==> src/rtl/irq_pkg.sv <==
/*
  constants for the machine interrupt pending/enable block:
  bit positions, access encodings, privilege codes.
  assumes a 64-bit control-register width.
*/
package irq_pkg;
  // ----------------------------------------
  // widths
  // ----------------------------------------
  localparam int XLEN = 64;
  localparam int CAUSE_W = 6;
  localparam int STD_BITS = 16;
  localparam int PLAT_LO = 16;
  localparam int PLAT_W = 48;
  localparam int OVF_W = 29;

  // ----------------------------------------
  // standard cause bit positions
  // ----------------------------------------
  localparam int SSI_BIT = 1;
  localparam int MSI_BIT = 3;
  localparam int STI_BIT = 5;
  localparam int MTI_BIT = 7;
  localparam int SEI_BIT = 9;
  localparam int MEI_BIT = 11;
  localparam int LCOF_BIT = 13;

  // ----------------------------------------
  // reset values
  // ----------------------------------------
  localparam logic [63:0] ENABLE_RST = 64'h0;
  localparam logic [5:0] CAUSE_RST = 6'h0;

  // ----------------------------------------
  // privilege codes
  // ----------------------------------------
  localparam logic [1:0] PRIV_U = 2'h0;
  localparam logic [1:0] PRIV_S = 2'h1;
  localparam logic [1:0] PRIV_M = 2'h3;

  // ----------------------------------------
  // access port encodings
  // ----------------------------------------
  typedef enum logic [1:0] {
    OP_READ = 2'b00,
    OP_WRITE = 2'b01,
    OP_SET = 2'b10,
    OP_CLEAR = 2'b11
  } csr_op_t;

  typedef enum logic [1:0] {
    SEL_PENDING = 2'b00,
    SEL_ENABLE = 2'b01,
    SEL_S_PENDING = 2'b10,
    SEL_S_ENABLE = 2'b11
  } csr_sel_t;
endpackage

==> src/rtl/machine_interrupt_pending_enable.sv <==
/*
  machine-level interrupt pending and enable registers of one hart,
  the supervisor views, and the trap decision with cause selection.
  assumes request lines are synchronous to SYS_CLK, the timer and
  software lines come from memory-mapped registers elsewhere, and
  privilege, global enables and delegation mask are driven by the hart.
*/
`timescale 1ns/10ps
`default_nettype none

// Behaviour
// - cause i sits at bit i
// - trap when pending, enabled, undelegated, allowed
// - re-evaluate trap condition every cycle
// - machine interrupts before lower-mode interrupts
// - zero clears writable pending bits
// - enables writable if pendable, else zero
// - machine external pending follows controller line
// - timer pending follows comparator, read-only
// - machine software pending from memory-mapped line
// - no supervisor: supervisor bits read zero
// - supervisor external reads software OR line
// - updates touch only stored supervisor external
// - supervisor timer pending writable
// - supervisor software writable, controller may set
// - overflow pending set by flags, writable
// - fixed priority among machine interrupts
// - supervisor views show delegated bits only
// - non-maskable interrupt never in pending
// - delegated interrupts masked in machine mode
module machine_interrupt_pending_enable #(
  parameter bit HAS_SUPERVISOR = 1'b1,
  parameter bit HAS_COUNTER_OVF = 1'b1,
  parameter bit HAS_SOFT_IRQ = 1'b1,
  parameter bit PLATFORM_HIGH = 1'b1
) (
  input wire logic SYS_CLK,
  input wire logic RESETN,
  input wire logic CSR_VALID,
  input wire logic [1:0] CSR_SEL,
  input wire logic [1:0] CSR_OP,
  input wire logic [63:0] CSR_WDATA,
  output logic [63:0] CSR_RDATA,
  output logic CSR_READY,
  input wire logic [1:0] PRIV,
  input wire logic MACHINE_IE,
  input wire logic SUPERVISOR_IE,
  input wire logic [63:0] DELEG_MASK,
  input wire logic TRAP_RETURN,
  input wire logic MACHINE_EXT_REQ,
  input wire logic SUPERVISOR_EXT_REQ,
  input wire logic TIMER_REQ,
  input wire logic SOFT_REQ,
  input wire logic SUPERVISOR_SOFT_SET,
  input wire logic [28:0] OVERFLOW_FLAGS,
  input wire logic [47:0] PLATFORM_REQ,
  output logic TRAP_REQ,
  output logic TRAP_TO_SUPERVISOR,
  output logic [5:0] TRAP_CAUSE
);
  // ----------------------------------------
  // stored state
  // ----------------------------------------
  logic supervisor_external_pending_sw_q;
  logic supervisor_timer_pending_q;
  logic supervisor_software_pending_q;
  logic lcof_q;
  logic [63:0] enable_q;
  logic [63:0] enable_d;

  // ----------------------------------------
  // writable masks
  // ----------------------------------------
  logic [63:0] pend_wr_mask;
  logic [63:0] en_wr_mask;
  logic [63:0] deleg;

  assign deleg = HAS_SUPERVISOR ? DELEG_MASK : 64'h0;

  // only these pending bits take writes
  always_comb begin
    pend_wr_mask = 64'h0;
    pend_wr_mask[irq_pkg::SEI_BIT] = HAS_SUPERVISOR;
    pend_wr_mask[irq_pkg::STI_BIT] = HAS_SUPERVISOR;
    pend_wr_mask[irq_pkg::SSI_BIT] = HAS_SUPERVISOR;
    pend_wr_mask[irq_pkg::LCOF_BIT] = HAS_COUNTER_OVF;
  end

  // enable writable where pending can rise
  always_comb begin
    en_wr_mask = 64'h0;
    en_wr_mask[63:irq_pkg::PLAT_LO] = {irq_pkg::PLAT_W{1'b1}};
    en_wr_mask[irq_pkg::MEI_BIT] = 1'b1;
    en_wr_mask[irq_pkg::MTI_BIT] = 1'b1;
    en_wr_mask[irq_pkg::MSI_BIT] = HAS_SOFT_IRQ;
    en_wr_mask[irq_pkg::SEI_BIT] = HAS_SUPERVISOR;
    en_wr_mask[irq_pkg::STI_BIT] = HAS_SUPERVISOR;
    en_wr_mask[irq_pkg::SSI_BIT] = HAS_SUPERVISOR;
    en_wr_mask[irq_pkg::LCOF_BIT] = HAS_COUNTER_OVF;
  end

  // ----------------------------------------
  // access decode
  // ----------------------------------------
  logic wr_any;
  logic wr_pend;
  logic wr_en;
  logic [63:0] pend_mask_eff;
  logic [63:0] en_mask_eff;

  assign wr_any = CSR_VALID && (CSR_OP != irq_pkg::OP_READ);

  // supervisor writes reach delegated bits only
  always_comb begin
    wr_pend = 1'b0;
    wr_en = 1'b0;
    pend_mask_eff = pend_wr_mask;
    en_mask_eff = en_wr_mask;
    if (wr_any && CSR_SEL == irq_pkg::SEL_PENDING) begin
      wr_pend = 1'b1;
    end else if (wr_any && CSR_SEL == irq_pkg::SEL_ENABLE) begin
      wr_en = 1'b1;
    end else if (wr_any && CSR_SEL == irq_pkg::SEL_S_PENDING) begin
      wr_pend = 1'b1;
      pend_mask_eff = pend_wr_mask & deleg;
    end else if (wr_any && CSR_SEL == irq_pkg::SEL_S_ENABLE) begin
      wr_en = 1'b1;
      en_mask_eff = en_wr_mask & deleg;
    end
  end

  // ----------------------------------------
  // pending update
  // ----------------------------------------
  logic [63:0] pend_sw_old;
  logic [63:0] pend_sw_new;

  // stored supervisor external bit, never the line
  always_comb begin
    pend_sw_old = 64'h0;
    pend_sw_old[irq_pkg::SEI_BIT] = supervisor_external_pending_sw_q;
    pend_sw_old[irq_pkg::STI_BIT] = supervisor_timer_pending_q;
    pend_sw_old[irq_pkg::SSI_BIT] = supervisor_software_pending_q;
    pend_sw_old[irq_pkg::LCOF_BIT] = lcof_q;
  end

  csr_field_update pend_upd (
    .old_val(pend_sw_old),
    .wdata(CSR_WDATA),
    .op(CSR_OP),
    .wr_mask(wr_pend ? pend_mask_eff : 64'h0),
    .new_val(pend_sw_new)
  );

  csr_field_update en_upd (
    .old_val(enable_q),
    .wdata(CSR_WDATA),
    .op(CSR_OP),
    .wr_mask(wr_en ? en_mask_eff : 64'h0),
    .new_val(enable_d)
  );

  logic supervisor_external_pending_sw_d;
  logic supervisor_timer_pending_d;
  logic supervisor_software_pending_d;
  logic lcof_d;
  logic ovf_any;

  assign ovf_any = |OVERFLOW_FLAGS;
  assign supervisor_external_pending_sw_d = pend_sw_new[irq_pkg::SEI_BIT];
  assign supervisor_timer_pending_d = pend_sw_new[irq_pkg::STI_BIT];
  // controller set wins over software clear
  assign supervisor_software_pending_d = pend_sw_new[irq_pkg::SSI_BIT] |
                  (HAS_SUPERVISOR & SUPERVISOR_SOFT_SET);
  // overflow flag set wins over clear
  assign lcof_d = pend_sw_new[irq_pkg::LCOF_BIT] |
                  (HAS_COUNTER_OVF & ovf_any);

  always_ff @(posedge SYS_CLK or negedge RESETN) begin
    if (!RESETN) begin
      supervisor_external_pending_sw_q <= 1'b0;
      supervisor_timer_pending_q <= 1'b0;
      supervisor_software_pending_q <= 1'b0;
      lcof_q <= 1'b0;
    end else begin
      supervisor_external_pending_sw_q <= supervisor_external_pending_sw_d;
      supervisor_timer_pending_q <= supervisor_timer_pending_d;
      supervisor_software_pending_q <= supervisor_software_pending_d;
      lcof_q <= lcof_d;
    end
  end

  always_ff @(posedge SYS_CLK or negedge RESETN) begin
    if (!RESETN) begin
      enable_q <= irq_pkg::ENABLE_RST;
    end else begin
      enable_q <= enable_d;
    end
  end

  // ----------------------------------------
  // pending view
  // ----------------------------------------
  // built from any stored set plus live lines; the
  // non-maskable interrupt has no position here at all
  logic [63:0] pend_now;
  logic [63:0] pend_next;

  function automatic logic [63:0] pend_view(
    input logic supervisor_external_pending_sw,
    input logic supervisor_timer_pending,
    input logic supervisor_software_pending,
    input logic lcof
  );
    logic [63:0] v;
    v = 64'h0;
    // platform lines at bit 16 upward
    v[63:irq_pkg::PLAT_LO] = PLATFORM_REQ;
    // external pending is the controller line
    v[irq_pkg::MEI_BIT] = MACHINE_EXT_REQ;
    // comparator line, cleared by compare write
    v[irq_pkg::MTI_BIT] = TIMER_REQ;
    v[irq_pkg::MSI_BIT] = HAS_SOFT_IRQ & SOFT_REQ;
    v[irq_pkg::SEI_BIT] = HAS_SUPERVISOR & (supervisor_external_pending_sw | SUPERVISOR_EXT_REQ);
    v[irq_pkg::STI_BIT] = HAS_SUPERVISOR & supervisor_timer_pending;
    v[irq_pkg::SSI_BIT] = HAS_SUPERVISOR & supervisor_software_pending;
    v[irq_pkg::LCOF_BIT] = HAS_COUNTER_OVF & lcof;
    return v;
  endfunction

  // no bit for the non-maskable interrupt
  // always_comb, not assign: the live request lines read
  // inside the function must wake this logic as well
  always_comb begin
    pend_now = pend_view(supervisor_external_pending_sw_q, supervisor_timer_pending_q, supervisor_software_pending_q, lcof_q);
  end

  always_comb begin
    pend_next = pend_view(supervisor_external_pending_sw_d, supervisor_timer_pending_d, supervisor_software_pending_d, lcof_d);
  end

  // ----------------------------------------
  // read data
  // ----------------------------------------
  logic [63:0] rdata_d;

  always_comb begin
    if (CSR_SEL == irq_pkg::SEL_PENDING) begin
      rdata_d = pend_now;
    end else if (CSR_SEL == irq_pkg::SEL_ENABLE) begin
      rdata_d = enable_q;
    end else if (CSR_SEL == irq_pkg::SEL_S_PENDING) begin
      rdata_d = pend_now & deleg;
    end else begin
      rdata_d = enable_q & deleg;
    end
  end

  // read shows the value before this access's update
  always_ff @(posedge SYS_CLK or negedge RESETN) begin
    if (!RESETN) begin
      CSR_RDATA <= 64'h0;
      CSR_READY <= 1'b0;
    end else begin
      CSR_READY <= CSR_VALID;
      if (CSR_VALID) begin
        CSR_RDATA <= rdata_d;
      end
    end
  end

  // ----------------------------------------
  // trap decision
  // ----------------------------------------
  logic m_allowed;
  logic s_allowed;
  logic [63:0] active;
  logic [63:0] m_elig;
  logic [63:0] s_elig;
  logic m_found;
  logic s_found;
  logic [5:0] m_cause;
  logic [5:0] s_cause;

  // next-state values, so writes act at once
  assign active = pend_next & enable_d;

  // each global enable only matters in its own mode
  assign m_allowed = (PRIV != irq_pkg::PRIV_M) || MACHINE_IE;
  assign s_allowed = (PRIV == irq_pkg::PRIV_U) ||
                     ((PRIV == irq_pkg::PRIV_S) && SUPERVISOR_IE);

  // delegated bits never taken in machine mode
  assign m_elig = m_allowed ? (active & ~deleg) : 64'h0;
  assign s_elig = s_allowed ? (active & deleg) : 64'h0;

  irq_select m_sel (
    .elig(m_elig),
    .plat_high(PLATFORM_HIGH),
    .found(m_found),
    .cause(m_cause)
  );

  irq_select s_sel (
    .elig(s_elig),
    .plat_high(PLATFORM_HIGH),
    .found(s_found),
    .cause(s_cause)
  );

  // trap return changes privilege and enables; the
  // per-cycle evaluation already follows it, held here
  // only to keep the request low in that cycle
  always_ff @(posedge SYS_CLK or negedge RESETN) begin
    if (!RESETN) begin
      TRAP_REQ <= 1'b0;
      TRAP_TO_SUPERVISOR <= 1'b0;
      TRAP_CAUSE <= irq_pkg::CAUSE_RST;
    end else if (TRAP_RETURN) begin
      TRAP_REQ <= 1'b0;
      TRAP_TO_SUPERVISOR <= 1'b0;
    end else if (m_found) begin
      TRAP_REQ <= 1'b1;
      TRAP_TO_SUPERVISOR <= 1'b0;
      TRAP_CAUSE <= m_cause;
    end else if (s_found) begin
      TRAP_REQ <= 1'b1;
      TRAP_TO_SUPERVISOR <= 1'b1;
      TRAP_CAUSE <= s_cause;
    end else begin
      TRAP_REQ <= 1'b0;
      TRAP_TO_SUPERVISOR <= 1'b0;
    end
  end
endmodule // machine_interrupt_pending_enable
`default_nettype wire

==> src/rtl/csr_field_update.sv <==
/*
  next value of a software-held register field for write, set and clear.
  assumes old holds only the stored bits, never live request lines.
*/
`timescale 1ns/10ps
`default_nettype none
module csr_field_update (
  input wire logic [63:0] old_val,
  input wire logic [63:0] wdata,
  input wire logic [1:0] op,
  input wire logic [63:0] wr_mask,
  output logic [63:0] new_val
);
  logic [63:0] f;

  always_comb begin
    case (op)
      irq_pkg::OP_WRITE: f = wdata;
      irq_pkg::OP_SET: f = old_val | wdata;
      irq_pkg::OP_CLEAR: f = old_val & ~wdata;
      default: f = old_val;
    endcase
    // bits outside the mask keep their stored value
    new_val = (old_val & ~wr_mask) | (f & wr_mask);
  end
endmodule // csr_field_update
`default_nettype wire

==> src/rtl/irq_select.sv <==
/*
  fixed priority picker over a 64-bit eligible vector.
  assumes eligible bits are already masked and gated.
*/
`timescale 1ns/10ps
`default_nettype none
module irq_select (
  input wire logic [63:0] elig,
  input wire logic plat_high,
  output logic found,
  output logic [5:0] cause
);
  logic std_found;
  logic [5:0] std_cause;
  logic plat_found;
  logic [5:0] plat_cause;

  // ----------------------------------------
  // standard causes
  // ----------------------------------------
  // fixed order: MEI, MSI, MTI, SEI, SSI, STI, LCOF
  always_comb begin
    std_found = 1'b1;
    if (elig[irq_pkg::MEI_BIT]) begin
      std_cause = 6'(irq_pkg::MEI_BIT);
    end else if (elig[irq_pkg::MSI_BIT]) begin
      std_cause = 6'(irq_pkg::MSI_BIT);
    end else if (elig[irq_pkg::MTI_BIT]) begin
      std_cause = 6'(irq_pkg::MTI_BIT);
    end else if (elig[irq_pkg::SEI_BIT]) begin
      std_cause = 6'(irq_pkg::SEI_BIT);
    end else if (elig[irq_pkg::SSI_BIT]) begin
      std_cause = 6'(irq_pkg::SSI_BIT);
    end else if (elig[irq_pkg::STI_BIT]) begin
      std_cause = 6'(irq_pkg::STI_BIT);
    end else if (elig[irq_pkg::LCOF_BIT]) begin
      std_cause = 6'(irq_pkg::LCOF_BIT);
    end else begin
      std_found = 1'b0;
      std_cause = irq_pkg::CAUSE_RST;
    end
  end

  // ----------------------------------------
  // platform causes
  // ----------------------------------------
  // lowest platform index wins among themselves
  always_comb begin
    plat_found = 1'b0;
    plat_cause = irq_pkg::CAUSE_RST;
    for (int i = 63; i >= irq_pkg::PLAT_LO; i--) begin
      if (elig[i]) begin
        plat_found = 1'b1;
        plat_cause = 6'(i);
      end
    end
  end

  always_comb begin
    found = std_found | plat_found;
    if (plat_found && (plat_high || !std_found)) begin
      cause = plat_cause;
    end else begin
      cause = std_cause;
    end
  end
endmodule // irq_select
`default_nettype wire

==> config.mk <==
export PLATFORM = sky130hd
export DESIGN_NAME = machine_interrupt_pending_enable
export DESIGN_NICKNAME = d
export VERILOG_FILES = /design/src/rtl/irq_pkg.sv /design/src/rtl/machine_interrupt_pending_enable.sv /design/src/rtl/csr_field_update.sv /design/src/rtl/irq_select.sv
export SDC_FILE = /design/constraint.sdc
export NUM_CORES = 1
export LEC_CHECK = 0
export BUFFER_PORTS_ARGS = -buffer_cell sky130_fd_sc_hd__buf_2
export CAP_MARGIN = 5
export CORE_ASPECT_RATIO = 0.75
export CORE_MARGIN = 4
export CORE_UTILIZATION = 55
export CTS_BUF_LIST = sky130_fd_sc_hd__clkbuf_8
export CTS_CLUSTER_SIZE = 12
export DETAILED_ROUTE_END_ITERATION = 12
export MAX_ROUTING_LAYER = met4
export PLACE_DENSITY = 0.82
export SLEW_MARGIN = 20
export SYNTH_ARGS = -nofsm -noshare
export SYNTH_HDL_FRONTEND = slang
export SYNTH_HIERARCHICAL = 1
export SYNTH_SLANG_ARGS = --single-unit
==> constraint.sdc <==
create_clock -name SYS_CLK -period 2.83 [get_ports SYS_CLK]
set_input_delay 0 -clock SYS_CLK [delete_from_list [all_inputs] [get_ports SYS_CLK]]
set_output_delay 0 -clock SYS_CLK [all_outputs]
set_load 0.1 [all_outputs]
---- Yosys cells after proc, flatten, opt, wreduce, memory -nomap -nowiden ----
Cells that the tools add are included.
storage, ports and cells
  flip-flop bits (word level) ............. 141
  latch bits .............................. 0
  bits in writable memories ............... 0
  memory bits (read-only) ................. 0
  bits of input ports ..................... 222
  word-level logic and storage cells ...... 310
  memories ................................ 0
cells by class
  add/subtract/negate cells ............... 0
  multipliers ............................. 0
  divide/modulo/power cells ............... 0
  order comparisons ....................... 0
  eq/ne operators ......................... 8
  shift-type cells ........................ 0
  multiplexer cells ....................... 252
  bitwise operators ....................... 26
  reduce and logical (&&, ||, !) cells .... 14
operator list
  cell                  count
  $mux W6               112
  $mux W64              10
  $and A64 B64 Y64      8
  $not A64 Y64          3
  $pmux W64 S3          1
  $or A64 B64 Y64       2
  $mux W1               122
  $mux W14              4
  $and A14 B14 Y14      3
  $pmux W14 S3          1
  $reduce_or A29 Y1     1
  $or A14 B14 Y14       2
  $not A14 Y14          1
  $eq A2 B2 Y1 const B  4
  $mux W4               2
  $eq A2 B1 Y1 const B  3
  $logic_and A1 B1 Y1   6
  $or A1 B1 Y1          6
  $logic_not A2 Y1      2
  $reduce_bool A2 Y1    2
  $logic_or A1 B1 Y1    2
  $ne A2 B2 Y1 const B  1
  $reduce_and A2 Y1     1
  $not A1 Y1            1

---- Depth between registers and ports, before layout ----
Gate-level depths: netlist of the first run.
  depth in word-level cells ............... 66
  mapped depth ............................ 19

---- Cells and area by module ----
Netlist of the first run, hierarchy kept.
by module, submodules not included
  module                            instances  cells each  area an instance (µm²)  sequential area each (µm²)
  machine_interrupt_pending_enable  1          762         6894.1                  3528.4
  csr_field_update                  2          284         2016.9                  0.0
  irq_select                        2          122         710.7                   0.0

---- Worst setup path before layout of the first run ----
No wires, ideal clock.
  kind .................................... input -> register
  start ................................... input CSR_VALID
  end ..................................... register TRAP_CAUSE[0]
  setup time .............................. 0.131 ns
  data arrival time ....................... 2.674 ns
  required time ........................... 2.699 ns
  path slack .............................. 0.025 ns
  stages on the path ...................... 18
  path buffers ............................ 4
  cells stage by stage .................... buf_4 o211ai_2 buf_2 a21oi_1 o211ai_1 a32oi_1 nand2_1 nor3_1 nor4_1 and4_1 nor2b_4 a21o_4 nand2_1 buf_2 o21bai_1 buf_2 nand2_1 o21ai_0
on the way
  elaborated cells between the ends (all ways) .. 265
RTL lines
  element                              RTL line                                 source
  start: declaration                   machine_interrupt_pending_enable.sv:39   input wire logic CSR_VALID,
  $logic_and A1 B1 Y1 (*)              machine_interrupt_pending_enable.sv:111  assign wr_any = CSR_VALID && (CSR_OP != irq_pkg::OP_READ);
  $logic_and A1 B1 Y1                  machine_interrupt_pending_enable.sv:126  end else if (wr_any && CSR_SEL == irq_pkg::SEL_S_ENABLE) begin
  $mux W64 or $mux W1 (tied branches)  machine_interrupt_pending_enable.sv:126
  $mux W64 or $mux W1 (tied branches)  machine_interrupt_pending_enable.sv:123  end else if (wr_any && CSR_SEL == irq_pkg::SEL_S_PENDING) begin
  $mux W64 or $mux W1 (tied branches)  machine_interrupt_pending_enable.sv:121  end else if (wr_any && CSR_SEL == irq_pkg::SEL_ENABLE) begin
  $mux W64 or $mux W1 (tied branches)  machine_interrupt_pending_enable.sv:119  if (wr_any && CSR_SEL == irq_pkg::SEL_PENDING) begin
  $mux W64 (*)                         machine_interrupt_pending_enable.sv:159  .wr_mask(wr_en ? en_mask_eff : 64'h0),
  $not A64 Y64                         csr_field_update.sv:24                   new_val = (old_val & ~wr_mask) | (f & wr_mask);
  (+2 left out)                        --
  named net enable_d[38]               machine_interrupt_pending_enable.sv:69   logic [63:0] enable_d;
  (+1 left out)                        --
  $and A64 B64 Y64 (*)                 machine_interrupt_pending_enable.sv:294  assign m_elig = m_allowed ? (active & ~deleg) : 64'h0;
  $mux W64 (*)                         machine_interrupt_pending_enable.sv:294
  named net m_elig[38]                 machine_interrupt_pending_enable.sv:278  logic [63:0] m_elig;
  $mux W1 (*) (23 in series)           irq_select.sv:52                         if (elig[i]) begin
  $or A1 B1 Y1 (*)                     irq_select.sv:60                         found = std_found | plat_found;
  named net m_found                    machine_interrupt_pending_enable.sv:280  logic m_found;
  $reduce_bool A2 Y1 (no line)         --
  $reduce_and A2 Y1 (no line)          --
  end signal: assignment               machine_interrupt_pending_enable.sv:318  TRAP_CAUSE <= irq_pkg::CAUSE_RST;
  end signal: assignment               machine_interrupt_pending_enable.sv:325  TRAP_CAUSE <= m_cause;
  end signal: assignment               machine_interrupt_pending_enable.sv:329  TRAP_CAUSE <= s_cause;
  end: declaration                     machine_interrupt_pending_enable.sv:59   output logic [5:0] TRAP_CAUSE
The timed path passes the listed nets; every way through them passes the cells marked *. The select of a mux whose other input is x is not followed.
A chain may end at the register's enable or synchronous reset.

---- Final worst setup path of the first run ----
  start ................................... input CSR_WDATA[54]
  end ..................................... register TRAP_CAUSE[1]
on the way
  cells in the longest elaborated chain, start to end .. 50
  elaborated cells between the ends (all ways) .. 175
RTL lines
  element                                            RTL line                                 source
  start: declaration                                 machine_interrupt_pending_enable.sv:42   input wire logic [63:0] CSR_WDATA,
  $not A64 Y64                                       csr_field_update.sv:20                   irq_pkg::OP_CLEAR: f = old_val & ~wdata;
  $and A64 B64 Y64                                   csr_field_update.sv:20
  $pmux W64 S3 (*)                                   csr_field_update.sv:17                   case (op)
  $and A64 B64 Y64 (*)                               csr_field_update.sv:24
  $or A64 B64 Y64 (*)                                csr_field_update.sv:24
  named net enable_d[54]                             machine_interrupt_pending_enable.sv:69
  $and A64 B64 Y64 (*)                               machine_interrupt_pending_enable.sv:286  assign active = pend_next & enable_d;
  $and A64 B64 Y64 (*)                               machine_interrupt_pending_enable.sv:295  assign s_elig = s_allowed ? (active & deleg) : 64'h0;
  $mux W64 (*)                                       machine_interrupt_pending_enable.sv:295
  named net s_elig[54]                               machine_interrupt_pending_enable.sv:279  logic [63:0] s_elig;
  $mux W6 or $mux W1 (tied branches) (39 in series)  irq_select.sv:52
  $mux W6 (*)                                        irq_select.sv:61                         if (plat_found && (plat_high || !std_found)) begin
  named net s_cause[1]                               machine_interrupt_pending_enable.sv:283  logic [5:0] s_cause;
  $mux W6 (*)                                        machine_interrupt_pending_enable.sv:326  end else if (s_found) begin
  $mux W6 (*)                                        machine_interrupt_pending_enable.sv:322  end else if (m_found) begin
Marked as above.

==> impl_metrics.csv, run 1 <==
group,metric,value,unit
drt,postRouteAntennaNets,0,
power,clkPwrFrac,20.6,%
flow_run,cap_violations,0,
power,power_switching,4.17,mW
placement,place_inst,1941,
cells_and_area,drive_gt1_share,28.3,%
cells_and_area,final_common_cell,"buf_2",
floorplan,rows,43,
global_route,grt_pass1_vias,14126,
timing,relSlewSlack,38.7,%
hold_path,hp-class,"input pin to flop",
hold_path,hold_depth,5,
power,p_int,5.00,mW
cells_and_area,seq_area,3530,µm²
synth,syn_area,10500,µm²
placement,globalplace.congestion,0.917,
drt,routed_wirelength,46100,µm
drt,drt_iter0_markers,1599,
power,p_leak,7.64,nW
synth,syn_avg_cell_area,7.98,µm²
floorplan,core_area,18600,µm²
setup_path,rr_startpoint,"enable_q[54]$_DFF_PN0_",
clock_network,cts_tree,"yes",
timing,rsz0062_at_grt,"yes",
placement,portBuffers,294,
timing,finalSetupViolCount,1,
timing,worstMarginPinSlew,0.920,ns
cells_and_area,design_area,16000,µm²
drt,vias,13892,
clock_network,root_buffer,"clkbuf_8",
floorplan,chipHeight,128,µm
drt,drtPass1Iterations,11,
setup_path,r2r_setup_slack,0,ns
setup_path,cp_data_required_time,3.22,ns
global_route,grt_max_degree,126,
timing,max_clock_freq,344,MHz
clock_network,clkSinkCount,141,
timing,finalSetupTns,-0.0781,ns
clock_network,htreeDepth,4,
hold_path,min_from,"DELEG_MASK[18]",
global_route,grt_overflow,0,
timing,finalHoldViolCount,0,
cells_and_area,nNetsFinal,2148,
power,peakVddDrop,0.000477,V
floorplan,die_area,21400,µm²
placement,postPlaceCellArea,13200,µm²
clock_network,cts-buffers-inserted,17,
clock_network,clk_pin_slew,0.09,ns
cells_and_area,final_cells,2188,
power,pwr-share-seq,29.1,%
setup_path,ff2ff_path_depth,14,
setup_path,worstSetupPathType,"input pin to flop",
power,p_comb_share,50.3,%
synth,synthCells,1318,
timing,finalClockSkew,0.0199,ns
setup_path,crit_fanout,3,
cells_and_area,fillers,1046,
setup_path,crit_path_end_kind,"flop",
power,p_sw_share,45.5,%
global_route,grtUsageTotal,42.0,%
outcome,status,"finished, violations left",
drt,wire_per_inst,21.1,µm
clock_network,clockBufferDepth,2,
floorplan,die_w,168,µm
placement,place_ws,-0.397,ns
hold_path,min_to,"enable_q[18]$_DFF_PN0_",
global_route,antenna_found_initial,2,
setup_path,r2r_end,"TRAP_CAUSE[1]$_DFFE_PN0P_",
drt,remaining_drc_errors,2,
cells_and_area,syn_to_final_growth,52.4,%
drt,vias_per_cell,6.35,
timing,slew_violations,0,
global_route,grt_first_pass_wirelength,71100,µm
synth,synth_warnings,6,
timing,setup_slack,-0.0781,ns
outcome,failed_checks,"design-rule violations, negative setup slack",
setup_path,cp-start-kind,"input pin",
setup_path,cp.arrival,3.30,ns
floorplan,io_pins,295,
clock_network,clkLatencyLatePin,0.48,ns
cells_and_area,mostFrequentLayoutCells,"287 x buf_2, 207 x dlygate4sd3_1, 200 x inv_1",
cells_and_area,multi_input_area,6040,µm²
timing,finalCritPeriodShare,103,%
timing,period_minus_slack,2.91,ns
power,powerDensity,572,nW/µm²
placement,dpl.hpwl,27000,µm
floorplan,initial_core_util,56.5,%
[worst max path at each step]
stage,startpoint,endpoint,slack (ns),cells past startpoint
2_1_floorplan,CSR_VALID,TRAP_CAUSE[0]$_DFFE_PN0P_,0.03,18
5_1_grt,CSR_OP[0],TRAP_CAUSE[1]$_DFFE_PN0P_,-0.15,18
3_5_place_dp,CSR_SEL[0],TRAP_CAUSE[1]$_DFFE_PN0P_,-0.40,17
6_report,CSR_WDATA[54],TRAP_CAUSE[1]$_DFFE_PN0P_,-0.08,16
4_1_cts,CSR_WDATA[17],TRAP_CAUSE[0]$_DFFE_PN0P_,0.03,16
3_3_place_gp,CSR_OP[1],TRAP_CAUSE[1]$_DFFE_PN0P_,-0.37,16
[power by group through the flow]
| stage | Combinational [mW] | Sequential [mW] | Clock (mW) |
|---|---|---|---|
| final | 4.61 | 2.67 | 1.89 |
| after global routing | 4.85 | 2.71 | 1.97 |
| after CTS | 4.28 | 2.63 | 1.85 |
| after detailed placement | 3.81 | 2.66 | 0 |
| after global placement | 3.74 | 2.65 | 0 |
| after floorplan | 1.47 | 3.83 | 0 |
[cell type report]
cell class	count	area share, %
multi-input combinational	903	37.6
clock buffer	17	1.46
clock inverter	15	1.22
timing repair buffer	663	31.0
antenna	2	0.0312
sequential	141	22.0
tap	247	1.93
inverter	200	4.68
[flip-flops by register name, indices dropped and copies added, names as in the netlist]
signal	cells
TRAP_REQ	1
enable_q	64
TRAP_CAUSE	6
supervisor_timer_pending_q	1
supervisor_external_pending_sw_q	1
lcof_q	1
CSR_READY	1
TRAP_TO_SUPERVISOR	1
supervisor_software_pending_q	1
CSR_RDATA	64
[metal layers]
layer	up-vias	track usage (%)	routed length [µm]
li1	5958	-	-
met1	6480	48.5	16500
met2	1168	69.8	21800
met3	286	9.53	5130
met4	0	20.2	2670
met5	-	-	0
[repair_timing]
item / 4_1_cts / 5_1_grt
hold endpoints to repair: 196 / 0
pin swaps: 0 / 10
endpoints found under the setup margin: 1 / 8
resized for setup: 1 / 54
cloned: 0 / 1
buffers inserted: 0 / 3
hold buffers: 209 / 0
[metrics by stage]
stage | hold slack, ns | util [%] | power [mW]
final | 0.0220 | 86.2 | 9.17
after global routing | 0.0132 | 86.2 | 9.52
after CTS | 0.00198 | 84.5 | 8.76
after detailed placement | 0.0776 | 70.9 | 6.47
after global placement | 0.0747 | 70.9 | 6.38
after floorplan | -0.296 | - | 5.30
[critical path: stages]
cell	delay [ns]
dlygate4sd3_1	0.58
buf_6	0.15
xnor2_1	0.15
a32oi_2	0.32
nand2_2	0.15
nor3_4	0.25
buf_6	0.14
nor2_1	0.05
o311ai_1	0.09
a31oi_1	0.16
o41ai_2	0.51
buf_4	0.19
a2111oi_2	0.07
o41ai_2	0.24
mux2i_1	0.11
o21ai_1	0.13
Power figures use the tool's default switching activity.
==> run 2, diff against run 1 <==
Settings changed: CORE_UTILIZATION 55 to 50, PLACE_DENSITY 0.82 to 0.75.
==> run 2 against run 1 <==
The run now ends clean. Sequential share of layout area is 0.22 points lower. Core utilization is 6.9 points lower. Final area grew 1.0%. Worst hold slack improved by 0.019 ns. Register-to-register slack improved by 0.18 ns. Critical path depth is 1 higher. Worst setup slack better by 0.12 ns. Routed wire length is 8.2% lower. Critical path type unchanged. Largest power group unchanged. Highest routed layer unchanged.
==> impl_metrics.csv, run 2 (synthesis gave the netlist of run 1 again) <==
group,metric,value,unit
cells_and_area,largestRegisters,"CSR_RDATA (64), enable_q (64), TRAP_CAUSE (6)",
setup_path,cp_cell_sequence,"dlygate4sd3_1 -> buf_4 -> inv_1 -> a21oi_2 -> o211ai_1 -> a32oi_1 -> nand2_1 -> nor3_2 -> buf_4 -> o21ai_0 -> a31oi_1 -> o41ai_2 -> buf_4 -> a2111oi_2 -> o41ai_1 -> mux2i_1 -> o21ai_0",
setup_path,cp_top_family,"compound AO/OA/AOI/OAI gates",
timing,setup_slack,0.0400,ns
cells_and_area,final_common_cell,"buf_2",
timing,finalClockSkew,0.0154,ns
power,peakVddDrop,0.000363,V
cells_and_area,mostFrequentLayoutCells,"288 x buf_2, 218 x dlygate4sd3_1, 202 x inv_1",
timing,finalSetupViolCount,0,
placement,globalplace.congestion,0.920,
floorplan,die_area,23500,µm²
placement,place_inst,2012,
clock_network,root_buffer,"clkbuf_8",
power,power,8.85,mW
global_route,grt_max_degree,73,
clock_network,clk_pin_slew,0.09,ns
placement,place_ws,-0.407,ns
drt,vias,13243,
drt,postRouteAntennaNets,0,
hold_path,hp-class,"input pin to flop",
placement,dpl.hpwl,27100,µm
setup_path,cp_data_required_time,3.20,ns
placement,portBuffers,294,
timing,rsz0062_at_grt,"yes",
setup_path,cp.arrival,3.16,ns
drt,remaining_drc_errors,0,
drt,routed_wirelength,42300,µm
drt,vias_per_cell,5.85,
clock_network,clkLatencyLatePin,0.48,ns
timing,slew_violations,0,
cells_and_area,final_util,79.3,%
cells_and_area,fillers,1354,
power,p_leak,7.74,nW
setup_path,cp_slowest_cell,"dlygate4sd3_1",
timing,period_minus_slack,2.79,ns
cells_and_area,final_cells,2264,
floorplan,io_pins,295,
timing,finalHoldViolCount,0,
clock_network,clkSinkCount,141,
power,powerDensity,546,nW/µm²
drt,drt_iter0_markers,1437,
setup_path,crit_path_end_kind,"flop",
drt,wire_per_inst,18.7,µm
timing,hold_slack,0.0409,ns
clock_network,htreeDepth,4,
setup_path,crit_fanout,4,
timing,max_clock_freq,358,MHz
cells_and_area,nNetsFinal,2190,
floorplan,rows,45,
timing,worstMarginPinSlew,1.08,ns
floorplan,initial_core_util,51.5,%
cells_and_area,drive_gt1_share,28.5,%
cells_and_area,syn_to_final_growth,54.0,%
global_route,antenna_found_initial,1,
timing,finalSetupTns,0,ns
drt,drtPass1Iterations,6,
flow_run,cap_violations,0,
global_route,grt_pass1_vias,13430,
floorplan,die_w,176,µm
global_route,grt_first_pass_wirelength,66700,µm
timing,finalCritPeriodShare,98.6,%
setup_path,cpPeakStageDelay,0.53,ns
outcome,status,"completed",
setup_path,cp-start-kind,"input pin",
placement,postPlaceCellArea,13500,µm²
setup_path,cp_common_cell,"buf_4",
global_route,grtUsageTotal,35.7,%
global_route,grt_overflow,0,
setup_path,worstSetupPathType,"input pin to flop",
clock_network,cts-buffers-inserted,17,
floorplan,core_area,20400,µm²
cells_and_area,design_area,16200,µm²
setup_path,critical_path_buf_inv_count,5,
clock_network,clockBufferDepth,2,
clock_network,cts_tree,"yes",
timing,relSlewSlack,27.6,%
floorplan,chipHeight,134,µm
[run 2: cell count changes in the layout (fill, tap and decap cells not counted), sizes merged, moves of 3 or more]
cell	change
buf	+34
dlygate4sd3	+11
clkinv	-5
bufinv	-3
clkinvlp	+4
inv	+3
[run 2: power by group]
group | switching, mW | internal, mW
Sequential | 0.236 | 2.41
Combinational | 2.88 | 1.70
Clock | 0.903 | 0.718
[run 2: layout make-up]
| cell class | instances | area, µm² | share of cell area (%) |
|---|---|---|---|
| Antenna cell | 1 | 2.50 | 0.0154 |
| Clock inverter | 14 | 121 | 0.749 |
| Timing Repair Buffer | 705 | 5260 | 32.5 |
| Inverter | 200 | 751 | 4.63 |
| Tap cell | 282 | 353 | 2.18 |
| Sequential cell | 141 | 3530 | 21.8 |
| Clock buffer | 18 | 248 | 1.53 |
| Multi-Input combinational cell | 903 | 5930 | 36.6 |
[run 2: worst min-delay path, stage by stage]
cell	delay [ns]
buf_2	0.12
nor2b_1	0.08
nor2_1	0.12
mux2_2	0.16
[run 2: per-layer routing]
metal,global-route usage [%],share of wire [%],vias to the layer above
met3,6.92,8.7,166
met1,44.0,40,6204
li1,-,-,6058
met5,-,0,-
met2,57.5,47,815
met4,15.5,3.9,0
[run 2: final timing paths]
check | end | slack (ns) | cells after the start | from
min in group asynchronous | CSR_READY$_DFF_PN0_ | 0.07 | 2 | RESETN
min | CSR_RDATA[1]$_DFFE_PN0P_ | 0.04 | 4 | DELEG_MASK[1]
max in group asynchronous | enable_q[9]$_DFF_PN0_ | 1.93 | 3 | RESETN
max reg2reg | TRAP_CAUSE[1]$_DFFE_PN0P_ | 0.18 | 14 | enable_q[59]$_DFF_PN0_
max | TRAP_CAUSE[1]$_DFFE_PN0P_ | 0.04 | 17 | DELEG_MASK[57]
min reg2reg | TRAP_CAUSE[3]$_DFFE_PN0P_ | 0.48 | 2 | TRAP_CAUSE[3]$_DFFE_PN0P_
[run 2: timing repair]
action / in CTS / in global routing
setup buffers: 0 / 1
pin swaps: 0 / 5
hold buffers: 218 / 0
resized for setup: 1 / 28
endpoints found under the setup margin: 1 / 6
endpoints found under the hold margin: 185 / 0
==> run 3, diff against run 2 <==
Settings changed: REMOVE_ABC_BUFFERS from default to 1.
==> run 3 against run 2 <==
The run now ends with negative setup slack left. Non-clock buffer count is 9 higher. Clock-buffer cell count is 1 lower. Sequential cell count stayed put. Fmax is 6.5% lower. Combinational power is 2% higher. Core utilization is 0.92 points higher. Worst hold slack worse by 0.019 ns. Critical path depth is 3 lower. Largest cell class unchanged. Sequential share of layout area is 0.25 points lower. Routed wire length is 6.3% higher.
==> impl_metrics.csv, run 3 (synthesis gave the netlist of run 1 again) <==
group,metric,value,unit
power,p_int,4.88,mW
clock_network,clk_pin_slew,0.11,ns
timing,finalCritPeriodShare,105,%
floorplan,rows,45,
placement,globalplace.congestion,0.924,
setup_path,cp_cell_sequence,"inv_1 -> a32oi_2 -> nand2_1 -> nor3_2 -> nor2_1 -> o311ai_2 -> buf_4 -> a31oi_4 -> o41ai_4 -> buf_4 -> a2111oi_4 -> o41ai_2 -> mux2i_1 -> o21ai_1",
clock_network,htreeDepth,4,
power,p_sw_share,46.1,%
placement,dpl.hpwl,29300,µm
power,peakVddDrop,0.000554,V
clock_network,root_buffer,"clkbuf_8",
placement,place_ws,-0.489,ns
cells_and_area,largestRegisters,"CSR_RDATA (64), enable_q (64), TRAP_CAUSE (6)",
timing,finalClockSkew,0.0228,ns
timing,finalHoldViolCount,0,
cells_and_area,final_cells,2273,
setup_path,crit_fanout,2,
global_route,grt_overflow,0,
global_route,grt_first_pass_wirelength,70300,µm
timing,finalSetupViolCount,1,
timing,worstMarginPinSlew,0.808,ns
setup_path,cp_data_required_time,3.22,ns
hold_path,hp-class,"input pin to flop",
setup_path,cpPeakStageDelay,0.37,ns
setup_path,cp_slowest_cell,"dfrtp_1",
cells_and_area,mostFrequentLayoutCells,"289 x buf_2, 207 x dlygate4sd3_1, 202 x buf_4",
drt,drt_iter0_markers,1534,
drt,routed_wirelength,45000,µm
drt,vias,13437,
clock_network,cts_tree,"yes",
cells_and_area,drive_gt1_share,29.8,%
setup_path,crit_path_end_kind,"flop",
outcome,failed_checks,"negative setup slack",
drt,postRouteAntennaNets,0,
setup_path,cp.arrival,3.37,ns
floorplan,die_area,23500,µm²
clock_network,cts-buffers-inserted,17,
power,power_switching,4.18,mW
placement,place_inst,2030,
cells_and_area,final_common_cell,"buf_2",
drt,drtPass1Iterations,8,
clock_network,clkLatencyLatePin,0.47,ns
drt,wire_per_inst,19.8,µm
timing,rsz0062_at_grt,"yes",
floorplan,initial_core_util,51.5,%
timing,finalSetupTns,-0.155,ns
cells_and_area,fillers,1317,
global_route,grt_pass1_vias,13692,
floorplan,core_area,20400,µm²
setup_path,cp_common_cell,"buf_4",
floorplan,die_w,176,µm
floorplan,chipHeight,134,µm
timing,period_minus_slack,2.99,ns
global_route,antenna_found_initial,1,
power,clkPwrFrac,19.3,%
floorplan,io_pins,295,
power,power,9.07,mW
power,pwr-share-seq,29.2,%
cells_and_area,syn_to_final_growth,55.8,%
timing,setup_slack,-0.155,ns
timing,relSlewSlack,46.1,%
global_route,grtUsageTotal,38.0,%
clock_network,clockBufferDepth,2,
global_route,grt_max_degree,72,
setup_path,cp-start-kind,"flop",
cells_and_area,nNetsFinal,2199,
drt,vias_per_cell,5.91,
drt,remaining_drc_errors,0,
clock_network,clkSinkCount,141,
timing,max_clock_freq,335,MHz
flow_run,cap_violations,0,
power,p_comb_share,51.5,%
outcome,status,"finished, violations left",
setup_path,worstSetupPathType,"flop to flop",
placement,portBuffers,294,
power,p_leak,7.87,nW
timing,slew_violations,0,
power,powerDensity,553,nW/µm²
## run 3: changes by cell type in the layout (fill, tap and decap cells not counted), moves of 3 or more
cell,previous run,this run
dlygate4sd3_1,218,207
nor3_2,16,12
clkinvlp_4,6,1
buf_12,11,14
inv_1,202,199
buf_4,186,202
inv_8,0,4
## run 3: power by group through the flow
stage          combinational, mW  sequential [mW]  clock, mW
2_1_floorplan               1.32             3.83          0
3_3_place_gp                3.89             2.65          0
3_5_place_dp                3.95             2.66          0
4_1_cts                     4.43             2.62       1.74
5_1_grt                     4.94             2.69       1.84
6_report                    4.67             2.65       1.75
## run 3: area by class of cell
cell class | count | area [µm²] | share of cell area [%]
Sequential cell | 141 | 3530 | 21.5
Timing Repair Buffer | 714 | 5340 | 32.6
Antenna cell | 1 | 2.50 | 0.0153
Inverter | 200 | 751 | 4.58
Clock buffer | 17 | 234 | 1.43
Multi-Input combinational cell | 903 | 6010 | 36.7
Clock inverter | 15 | 169 | 1.03
Tap cell | 282 | 353 | 2.15
## run 3: what timing repair did
item | 4_1_cts | 5_1_grt
resized for setup | 5 | 34
hold buffers | 208 | 0
gates cloned | 0 | 0
setup endpoints to repair | 1 | 6
setup buffers | 0 | 3
endpoints found under the hold margin | 265 | 0
pin swaps | 0 | 14
## run 3: path summary, 6_finish.rpt
| kind | startpoint | end | slack (ns) | cells past startpoint |
|---|---|---|---|---|
| max | enable_q[63]$_DFF_PN0_ | TRAP_CAUSE[1]$_DFFE_PN0P_ | -0.16 | 14 |
| min | DELEG_MASK[48] | enable_q[48]$_DFF_PN0_ | 0.02 | 5 |
| max reg2reg | enable_q[63]$_DFF_PN0_ | TRAP_CAUSE[1]$_DFFE_PN0P_ | -0.16 | 14 |
| min reg2reg | TRAP_CAUSE[4]$_DFFE_PN0P_ | TRAP_CAUSE[4]$_DFFE_PN0P_ | 0.50 | 2 |
| max in group asynchronous | RESETN | CSR_RDATA[39]$_DFFE_PN0P_ | 1.97 | 3 |
| min in group asynchronous | RESETN | CSR_RDATA[24]$_DFFE_PN0P_ | 0.03 | 2 |
## run 3: metal layers
| metal | vias to the layer above | routed length (µm) | global-route usage (%) |
|---|---|---|---|
| li1 | 6071 | - | - |
| met1 | 6368 | 18500 | 49.4 |
| met2 | 880 | 21100 | 61.5 |
| met3 | 118 | 4130 | 6.61 |
| met4 | 0 | 1210 | 11.3 |
| met5 | - | 0 | - |
## run 3: stage by stage
step | hold WS [ns] | util [%] | cell area, µm²
2_1_floorplan | -0.296 | - | 10100
3_3_place_gp | -0.0503 | 66.9 | 13700
3_5_place_dp | -0.0504 | 66.9 | 13700
4_1_cts | 0.00398 | 79.2 | 16200
5_1_grt | 0.0190 | 80.2 | 16400
6_report | 0.0223 | 80.2 | 16400
## run 3: worst max-delay path: cells and delay by family, from the launching register on
family                 cells  cell delay, ns
DFF                        1            0.37
and+or+nand+nor            3            0.48
buffers and inverters      3            0.42
muxes                      1            0.14
AOI/OAI and AO/OA          7            1.49
